`src/pkg/ids_pkg.sv`:
```
// Package for the device select decoder: field positions, timing constants,
// carrier structs. Assumes a 100 MHz single clock.
package ids_pkg;
  localparam int CLK_PERIOD_NS = 10;
  localparam int SEL_LSB = 6;
  localparam int SEL_MSB = 11;
  localparam int SEL_W = 6;
  localparam int WORD_W = 18;
  localparam int NUM_CODES = 64;
  localparam int NUM_FIXED = 8;
  localparam int NUM_PULSES = 3;
  // Cable pulse widths in ns, and internal gate pulse width
  localparam int CABLE_SHORT_NS = 400;
  localparam int CABLE_LONG_NS = 1000;
  localparam int INT_PULSE_NS = 100;
  // Least widths round up to whole cycles
  localparam int CABLE_SHORT_CYC = (CABLE_SHORT_NS + CLK_PERIOD_NS - 1) / CLK_PERIOD_NS;
  localparam int CABLE_LONG_CYC = (CABLE_LONG_NS + CLK_PERIOD_NS - 1) / CLK_PERIOD_NS;
  localparam int INT_PULSE_CYC = (INT_PULSE_NS + CLK_PERIOD_NS - 1) / CLK_PERIOD_NS;
  localparam int CNT_W = 7;

  // Three processor timing pulses: first, second, third (pulse numbers 1, 2, 4)
  typedef struct packed {
    logic third_timing_pulse;
    logic second_timing_pulse;
    logic first_timing_pulse;
  } ids_timing_t;

  // True and complement command pulses for every device code
  typedef struct packed {
    logic [NUM_CODES-1:0][NUM_PULSES-1:0] cmd;
    logic [NUM_CODES-1:0][NUM_PULSES-1:0] cmd_n;
  } ids_cmd_t;
endpackage

```
`src/hw/ids_decoder.sv`:
```
// Device select decoder: turns timing pulses into per-device command pulses.
// Holds one channel per select code, each with its own pulse stretchers.
// Assumes instruction word and timing pulses arrive from another domain.
// Assumes the select field settles a few cycles before a timing pulse rises.
// Latency from a timing pin to its command is four clock edges.
// Functional notes
// - Bits 6 to 11 of the instruction word are the select code, in true and complement form.
// - Each channel holds one fixed code and opens its gate only when the field equals it.
// - A matching channel repeats each timing pulse that finds its gate and command idle as a true and complement command pulse.
// - Command index [code][k] is the pulse for code XX and timing pulse 1, 2 or 4.
// - Codes 00 to 07 form the fixed section; expandable channels cover the rest.
// - Cable pulses are 400 ns wide, or 1 us when the long option is chosen.
// - Internal gate pulses are 100 ns wide and end before the next cycle's pulse.
`timescale 1ns/1ns

// One select channel: fixed code compare and three pulse stretchers
module ids_chan #(
  parameter logic [5:0] CODE = 6'h00
) (
  input wire logic i_mclk,
  input wire logic i_rstn,
  input wire logic [5:0] i_sel,
  input wire logic [5:0] i_sel_n,
  input wire logic [2:0] i_gate,
  input wire logic i_long,
  output logic [2:0] o_cmd,
  output logic [2:0] o_cmd_n
);
  logic match;
  logic [2:0] cmd_q;
  logic [2:0] cmd_d;
  // Complement outputs get flops of their own, so both polarities leave a register
  logic [2:0] cmd_n_q;
  logic [2:0] cmd_n_d;
  // Width counters, one per timing pulse
  logic [2:0][6:0] cnt_q;
  logic [2:0][6:0] cnt_d;

  // Each bit is wired to its true or complement line per the fixed code;
  // a mismatch on any bit keeps the whole channel quiet
  always_comb begin
    match = 1'b1;
    for (int b = 0; b < 6; b++) begin
      match = match & (CODE[b] ? i_sel[b] : i_sel_n[b]);
    end
  end

  // Stretch each gated pulse to the cable width. The width option is taken
  // when the pulse starts; a gate that opens while the command is still out
  // is ignored, so a cable pulse is never cut short or doubled.
  always_comb begin
    cnt_d = cnt_q;
    cmd_d = cmd_q;
    for (int k = 0; k < 3; k++) begin
      if (match && i_gate[k] && !cmd_q[k]) begin
        cmd_d[k] = 1'b1;
        cnt_d[k] = i_long ? 7'(ids_pkg::CABLE_LONG_CYC - 1)
                          : 7'(ids_pkg::CABLE_SHORT_CYC - 1);
      end else if (cmd_q[k]) begin
        if (cnt_q[k] == 7'h00) begin
          cmd_d[k] = 1'b0;
        end else begin
          cnt_d[k] = cnt_q[k] - 7'h01;
        end
      end
    end
    // Complement tracks the true pulse in the same cycle
    cmd_n_d = ~cmd_d;
  end

  // Registers
  always_ff @(posedge i_mclk or negedge i_rstn) begin
    if (!i_rstn) begin
      cmd_q <= 3'h0;
      cmd_n_q <= 3'h7; // Complement idles high
      cnt_q <= '0;
    end else begin
      cmd_q <= cmd_d;
      cmd_n_q <= cmd_n_d;
      cnt_q <= cnt_d;
    end
  end

  // Both polarities straight from flops
  assign o_cmd = cmd_q;
  assign o_cmd_n = cmd_n_q;
endmodule // ids_chan

// Top level: synchronisers, gate pulses, select code and one channel per code
module ids_decoder (
  input wire logic i_mclk,
  input wire logic i_rstn,
  input wire logic [ids_pkg::WORD_W-1:0] i_memory_buffer_word,
  input wire ids_pkg::ids_timing_t i_io_timing_pulse,
  input wire logic i_long_pulse,
  output ids_pkg::ids_cmd_t o_io_command_pulse
);
  // Synchroniser stages for the instruction word, timing pulses and width option
  logic [17:0] mb_s1_q;
  logic [17:0] mb_s2_q;
  logic [2:0] tp_s1_q;
  logic [2:0] tp_s2_q;
  logic [2:0] tp_s3_q;
  logic [2:0] tp_rise;
  logic long_s1_q;
  logic long_s2_q;
  // Internal gate pulses and their width counters
  logic [2:0] gate_q;
  logic [2:0] gate_d;
  logic [2:0][3:0] gcnt_q;
  logic [2:0][3:0] gcnt_d;
  // Select code in both polarities
  logic [5:0] sel_q;
  logic [5:0] sel_n_q;
  logic [5:0] sel_d;
  logic [5:0] sel_n_d;
  // Command pulses gathered from every channel
  logic [63:0][2:0] cmd;
  logic [63:0][2:0] cmd_n;

  // Two-flop synchronisers, plus a third stage for edge detection; only the
  // second stage of each pair is read by logic
  always_ff @(posedge i_mclk or negedge i_rstn) begin
    if (!i_rstn) begin
      mb_s1_q <= 18'h00000;
      mb_s2_q <= 18'h00000;
      tp_s1_q <= 3'h0;
      tp_s2_q <= 3'h0;
      tp_s3_q <= 3'h0;
      long_s1_q <= 1'b0;
      long_s2_q <= 1'b0;
    end else begin
      mb_s1_q <= i_memory_buffer_word;
      mb_s2_q <= mb_s1_q;
      tp_s1_q <= i_io_timing_pulse;
      tp_s2_q <= tp_s1_q;
      tp_s3_q <= tp_s2_q;
      long_s1_q <= i_long_pulse;
      long_s2_q <= long_s1_q;
    end
  end

  // Rising edge of each synchronised timing pulse; the third stage idles low
  // like the pin, so release from reset makes no false edge
  assign tp_rise = tp_s2_q & ~tp_s3_q;

  // Internal gate pulse of fixed width from each rising timing pulse. An edge
  // that arrives while the gate is still open is dropped.
  always_comb begin
    gate_d = gate_q;
    gcnt_d = gcnt_q;
    for (int k = 0; k < 3; k++) begin
      if (tp_rise[k] && !gate_q[k]) begin
        gate_d[k] = 1'b1;
        gcnt_d[k] = 4'(ids_pkg::INT_PULSE_CYC - 1);
      end else if (gate_q[k]) begin
        if (gcnt_q[k] == 4'h0) begin
          gate_d[k] = 1'b0;
        end else begin
          gcnt_d[k] = gcnt_q[k] - 4'h1;
        end
      end
    end
  end

  // Select code in true and complement form. The instruction word is held
  // steady for several cycles before any timing pulse, so each bit may be
  // synchronised on its own without tearing the code.
  always_comb begin
    sel_d = 6'h00;
    sel_n_d = 6'h3F;
    // Bit 6 is the select MSB in the big-endian word numbering
    for (int b = 0; b < 6; b++) begin
      sel_d[5-b] = mb_s2_q[17-(ids_pkg::SEL_LSB+b)];
      sel_n_d[5-b] = ~mb_s2_q[17-(ids_pkg::SEL_LSB+b)];
    end
  end

  // Gate and select registers
  always_ff @(posedge i_mclk or negedge i_rstn) begin
    if (!i_rstn) begin
      gate_q <= 3'h0;
      gcnt_q <= '0;
      sel_q <= 6'h00;
      sel_n_q <= 6'h3F;
    end else begin
      gate_q <= gate_d;
      gcnt_q <= gcnt_d;
      sel_q <= sel_d;
      sel_n_q <= sel_n_d;
    end
  end

  // Fixed section: the standard devices on codes 00 to 07
  for (genvar c = 0; c < ids_pkg::NUM_FIXED; c++) begin : g_fixed
    ids_chan #(.CODE(6'(c))) u_chan (
      .i_mclk(i_mclk),
      .i_rstn(i_rstn),
      .i_sel(sel_q),
      .i_sel_n(sel_n_q),
      .i_gate(gate_q),
      .i_long(long_s2_q),
      .o_cmd(cmd[c]),
      .o_cmd_n(cmd_n[c])
    );
  end

  // Expandable section: one channel for every remaining code
  for (genvar c = ids_pkg::NUM_FIXED; c < ids_pkg::NUM_CODES; c++) begin : g_exp
    ids_chan #(.CODE(6'(c))) u_chan (
      .i_mclk(i_mclk),
      .i_rstn(i_rstn),
      .i_sel(sel_q),
      .i_sel_n(sel_n_q),
      .i_gate(gate_q),
      .i_long(long_s2_q),
      .o_cmd(cmd[c]),
      .o_cmd_n(cmd_n[c])
    );
  end

  // Command index [code][k]: k = 0, 1, 2 for timing pulses 1, 2 and 4
  assign o_io_command_pulse.cmd = cmd;
  assign o_io_command_pulse.cmd_n = cmd_n;
endmodule // ids_decoder

```
`config.mk`:
```
export PLATFORM = sky130hd
export DESIGN_NAME = ids_decoder
export DESIGN_NICKNAME = d
export VERILOG_FILES = /design/src/pkg/ids_pkg.sv /design/src/hw/ids_decoder.sv
export SDC_FILE = /design/constraint.sdc
export NUM_CORES = 2
export LEC_CHECK = 0
export BUFFER_PORTS_ARGS = -buffer_cell sky130_fd_sc_hd__buf_2
export CAP_MARGIN = 20
export CORE_UTILIZATION = 55
export DETAILED_ROUTE_END_ITERATION = 10
export PLACE_DENSITY = 0.79
export REMOVE_ABC_BUFFERS = 1
export SLEW_MARGIN = 5
export SYNTH_ARGS = -nofsm -noshare
export SYNTH_HDL_FRONTEND = slang
export SYNTH_SLANG_ARGS = --single-unit
```
`constraint.sdc`:
```
create_clock -name i_mclk -period 2.9 [get_ports i_mclk]
set_clock_uncertainty 0.05 [all_clocks]
set_input_delay 0.145 -clock i_mclk [delete_from_list [all_inputs] [get_ports i_mclk]]
set_output_delay 0.145 -clock i_mclk [all_outputs]
set_load 0.02 [all_outputs]
```
Word level (Yosys, flattened, before mapping)
Index checks and enable logic that the tools add are counted.
Word-level totals
  bits in registers: 1790
  bits of input ports: 24
  output and inout port bits: 384
  word-level logic and storage cells: 3257
Cells by class
  add/subtract/negate cells: 195
  equal/unequal tests: 195
  muxes and demuxes: 1171
  bitwise logic cells: 196
  reduce and logical (&&, ||, !) cells: 1167
Operators by type and width (number)
  two-way mux 7 bit: 577
  zero test 7 bit: 192
  subtractor 7 x 1 -> 7 bit (second input constant): 192
  two-way mux 1 bit: 585
  AND reduction 2 bit: 195
  nonzero test 2 bit: 195
  logical AND 1 bit: 387
  != test 2 x 1 -> 1 bit (second input constant): 192
  zero test 1 bit: 195
  NOT 3 bit: 65
  AND 1 bit: 124
  two-way mux 4 bit: 9
  zero test 4 bit: 3
  subtractor 4 x 1 -> 4 bit (second input constant): 3
  != test 2 bit (second input constant): 3
  NOT 1 bit: 6
  AND 3 bit: 1

Longest topological paths before layout
  depth after elaboration: 9
  mapped depth: 8
  gate-level depth less buffers: 7

Modules after synthesis
Synthesis repeated with hierarchy kept, for this count alone.
Unflattened totals
  cell total of the unflattened synthesis: 8823
  area total of the unflattened synthesis: 93621.0 um^2
Modules (own cells, without submodules)
  ids_chan at g_exp[10].u_chan ...: instances 57, cells each 136, area each 1437.6 um^2, seq. area each 679.4 um^2
  ids_chan at g_fixed[3].u_chan ...: instances 5, cells each 136, area each 1418.9 um^2, seq. area each 679.4 um^2
  ids_decoder: instances 1, cells each 115, area each 1691.6 um^2, seq. area each 1258.7 um^2
  ids_chan at g_fixed[1].u_chan: instances 1, cells each 137, area each 1466.4 um^2, seq. area each 679.4 um^2
  ids_chan at g_fixed[2].u_chan: instances 1, cells each 139, area each 1423.9 um^2, seq. area each 679.4 um^2

Worst setup path before layout
No wires, ideal clock.
  path type: register to register
  start: register sel_n_q[3]
  end: register g_fixed[3].u_chan.cnt_q[2] (netlist name)
  arrival time: 1872 ps
  data required time: 2724 ps
  slack: 852 ps
  cell stages (with the launch flop): 8
  period minus slack after synthesis: 2048 ps
  cells stage by stage: dfstp_2 -> buf_2 -> nand4_1 -> clkbuf_1 -> or3_1 -> clkbuf_1 -> and3_1 -> a311o_1
On the way
  word-level cells in the longest chain between the ends: 7
  elaborated cells between the ends (all ways): 9
  classes of those cells: eq/ne (1); mux (1); bitwise (3); reduce/logical (4)
Ends and longest elaborated chain
  from (decl): line ids_decoder.sv:114  | logic [5:0] sel_n_q;
  from (signal assigned): line ids_decoder.sv:190  | sel_n_q <= sel_n_d;
  AND 1 bit (*) (3 in series): line ids_decoder.sv:44  | match = match & (CODE[b] ? i_sel[b] : i_sel_n[b]);
  logical AND 1 bit (*) (2 in series): line ids_decoder.sv:55  | if (match && i_gate[k] && !cmd_q[k]) begin
  != test 2 x 1 -> 1 bit (no source line) / nonzero test 2 bit (equally long branches)
  AND reduction 2 bit (no source line)
  to (signal assigned): line ids_decoder.sv:80  | cnt_q <= cnt_d;
  to (decl): line ids_decoder.sv:36  | logic [2:0][6:0] cnt_q;
Mark *: on every way between the ends. The rest lies on a longest branch, timed or not.
A chain may end at the register's enable or synchronous reset.

Worst setup path in the final report
  start: register sel_q[1]
  end: register g_exp[23].u_chan.cnt_q[17] (netlist name)
On the way
  word-level cells in the longest chain between the ends: 9
  elaborated cells between the ends (all ways): 11
  classes of those cells: eq/ne (1); mux (1); bitwise (5); reduce/logical (4)
Ends and longest elaborated chain
  from (decl): line ids_decoder.sv:113  | logic [5:0] sel_q;
  from (signal assigned): line ids_decoder.sv:189  | sel_q <= sel_d;
  AND 1 bit (*) (5 in series): line ids_decoder.sv:44
  logical AND 1 bit (*) (2 in series): line ids_decoder.sv:55
  != test 2 x 1 -> 1 bit (no source line) / nonzero test 2 bit (equally long branches)
  AND reduction 2 bit (no source line)
  to (signal assigned): line ids_decoder.sv:80
  to (decl): line ids_decoder.sv:36
Marked as above.

==> results.md <==
- CP Data Required Time: 3.53 ns
- Clk pin slew, worst setup/hold paths: 0.06 ns
- Syn avg cell area: 9.884 sq um
- Initial cell density of the core: 55.65%
- Total negative slack: 0 ns
- Num CTS Buffers: 189
- Die area: 164800 sq um
- Worst slack, placed: 0.3556 ns
- Min Tclk post-route: 2.549 ns
- Synth top cells by count: 1580 x dfrtp_1, 809 x nor2_1, 778 x nand2_1, 711 x inv_1, 419 x a21oi_1
- Setup ws final: 0.3510 ns
- Yosys cell types: 87
- Die Y-Extent: 406 microns
- Pin count of the biggest net entering global routing: 111
- Relative slew margins: 37.52%
- Worst Path Max Fanout: 14
- Leading area contributor after synthesis: dfrtp_1
- Total global routing overflow: 0
- Longest Clk Path Bufs: 3
- Clk pwr share: 22.3%
- Layout Area Growth over Synthesis: 13.07%
- First-pass GRT wire length: 344500 microns
- Nature of the critical path startpoint: flip-flop
- Placer Congestion: 0.8921
- Placed Instances: 11.55k
- Syn Inst Count: 9082
- Post-route cell area: 101500 sq um
- Fill cells: 12.60k
- Final setup violation count: 0
- Port Buffers: 395
- Final HPWL DP: 145700 microns
- Slew @ Worst Pin: 0.9136 ns
- Clock sink total: 1778
- Synth Register Bits: 1778
- Cell Int Power: 67.60 mW
- Non-Filler Instances: 11.92k
- # DRC: 0
- Number of routed nets with antenna violations: 0
- Root buf cell: clkbuf_16
- WL/cell: 17.69 microns
- Storage cell area: 44740 sq um
- Area after DPL: 94800 sq um
- Total Power: 111.6 mW
- Switching Share: 39.41%
- Site Rows: 147
- DRT Pass-1 Iters: 6
- Max frequency: 0.3923 GHz
- Critical Path AT: 3.18 ns
- H-tree depth: 4
- DRT iter0 DRCs: 4848
- Synth Flop Type: dfrtp_1
- Routed wire length: 210800 microns
- Worst VDD drop: 0.0007505 V
- Final core occ: 62.92%
- Cell Area, Synth: 89770 sq um
- Power share of the sequential group: 42.5%
- Ranking of synthesized cells by area: dfrtp_1 44%, dfstp_2 5.8%, ha_1 5.4%, nor2_1 3.4%, mux2i_1 3.3%
- Hold WS: 0.1871 ns
- Worst Hold Class: input pin to async pin
- Psw: 43.97 mW
- CTS tree: built
- Power Density: 1099 nW/um^2
- Nets: 10.01k
- Period Utilization, post-route: 87.90%
- Final Hold Viols: 0
- Synth async-reset ratio: 100.0%
- Slew Limit Fails: 0
- Initial antenna violation count: 12
- Core area: 161300 sq um
- Sequential-to-total area share from yosys stat: 49.84%
- Vias in the first global route: 68.83k
- Status: finished, final reports clean
- Clock Latency Late Sink: 0.83 ns
- Top-count cell post-synth: dfrtp_1
- Multi-input logic area: 41440 sq um
- Comb pwr share: 35.3%
- CP Class: flip-flop to flip-flop
- Die extent in x: 406 microns
- Vias: 69.80k
- Synth top area share: 44.04%
- Boundary Pins: 408
- Post-synth EDFFs: 0
- Leak: 46.73 nW
- Unrepaired setup endpoints after global routing: false
- CTS resizes: 0
- Worst setup EP type: flip-flop
- Max Cap Viol: 0
- Yosys warns: 0
- All-Layer GR Usage: 25.47%
- Share of cells above drive strength 1: 12.56%
- Vias per cell: 5.855
==> layout by cell type, fill, tap and decap left out, types with 47 or more instances in the layout <==
cell type / synthesis / routed
dfrtp_1: 1580 / 1579
nor2_1: 809 / 809
nand2_1: 778 / 778
inv_1: 711 / 711
a21oi_1: 419 / 419
nor3_1: 396 / 396
buf_2: 36 / 394
ha_1: 390 / 390
o21ai_0: 321 / 321
mux2i_1: 297 / 297
or3_1: 274 / 274
xnor2_1: 216 / 216
o211ai_1: 205 / 205
dfstp_2: 198 / 198
clkbuf_16: 0 / 193
nand3_1: 192 / 192
and2_1: 179 / 179
xor2_1: 175 / 175
or4_1: 170 / 170
nor4_1: 115 / 115
nand2b_1: 100 / 100
a211oi_1: 96 / 96
buf_4: 12 / 93
a31oi_1: 88 / 88
nor3b_1: 86 / 86
nand4_1: 73 / 73
o2111ai_1: 69 / 69
nor2b_1: 68 / 68
nor4b_1: 57 / 57
o31ai_1: 55 / 55
and3_1: 55 / 55
or2_2: 52 / 52
clkbuf_1: 142 / 52
a2111oi_0: 47 / 47
==> flip-flops by register name (all words and copies together), names as in the netlist, 12 cells and up <==
name	flops
gcnt_q	12
g_fixed.u_chan.cnt_q	168
g_exp.u_chan.o_cmd_n	168
g_exp.u_chan.cnt_q	1176
g_fixed.u_chan.o_cmd	24
g_exp.u_chan.o_cmd	168
g_fixed.u_chan.o_cmd_n	24
==> metal layers <==
layer / wire length [microns] / global-route usage (%) / share of wire (%) / up-vias
met2: 100300 / 42.19 / 48 / 1744
met1: 89520 / 32.59 / 42 / 34280
li1: - / - / - / 33340
met5: 70 / 0 / 0.033 / -
met3: 13470 / 5.647 / 6.4 / 436
met4: 7436 / 9.659 / 3.5 / 10
==> worst max-delay path, stage by stage, from the launching register on <==
cell      delay [ns]
dfrtp_1         0.67
nand3_2         0.48
buf_4           0.34
nor4_2          0.62
nand2b_1        0.19
mux2i_1         0.06
==> repair_timing <==
| action | CTS | global route |
|---|---|---|
| endpoints found under the hold margin | 1552 | 0 |
| buffers inserted | 0 | 0 |
| hold buffers | 22 | 0 |
==> power by group through the flow <==
stage	clock network (mW)	registers, mW	logic, mW
2_1_floorplan	0	47.0	27.0
3_3_place_gp	0	46.6	36.8
3_5_place_dp	0	47.2	39.1
4_1_cts	25.4	47.1	39.5
5_1_grt	26.4	49.0	44.6
6_report	24.8	47.4	39.3
==> area by class of cell <==
cell class | count | area share [%]
inverters | 713 | 2.639
multi-input cells | 6379 | 40.83
clock buffers | 288 | 5.534
flip-flops and latches | 1778 | 44.08
clock inverters | 63 | 0.8247
diodes | 3 | 0.007396
repair buffers | 537 | 3.417
well taps | 2160 | 2.663
==> logic make-up after synthesis <==
kind of cell    share of synthesized area (%)
simple gates                            21.29
flops                                   49.84
buf+inv                                 3.995
fa+ha+maj                               5.436
compound gates                          12.20
mux                                     3.425
xor+xnor                                3.815
==> final timing paths <==
| path | start | end | slack, ns | cells past startpoint |
|---|---|---|---|---|
| min | i_rstn | g_exp[40].u_chan.o_cmd_n[0]$_DFF_PN1_ | 0.19 | 2 |
| min reg2reg | tp_s1_q[0]$_DFF_PN0_ | tp_s2_q[0]$_DFF_PN0_ | 0.30 | 0 |
| max reg2reg | sel_q[1]$_DFF_PN0_ | g_exp[23].u_chan.cnt_q[17]$_DFFE_PN0P_ | 0.35 | 5 |
| min in group i_mclk | tp_s1_q[0]$_DFF_PN0_ | tp_s2_q[0]$_DFF_PN0_ | 0.30 | 0 |
| max | sel_q[1]$_DFF_PN0_ | g_exp[23].u_chan.cnt_q[17]$_DFFE_PN0P_ | 0.35 | 5 |
| max in group asynchronous | i_rstn | g_exp[50].u_chan.cnt_q[0]$_DFFE_PN0P_ | 1.91 | 3 |
Note: power is estimated with default switching activity, not from simulation.
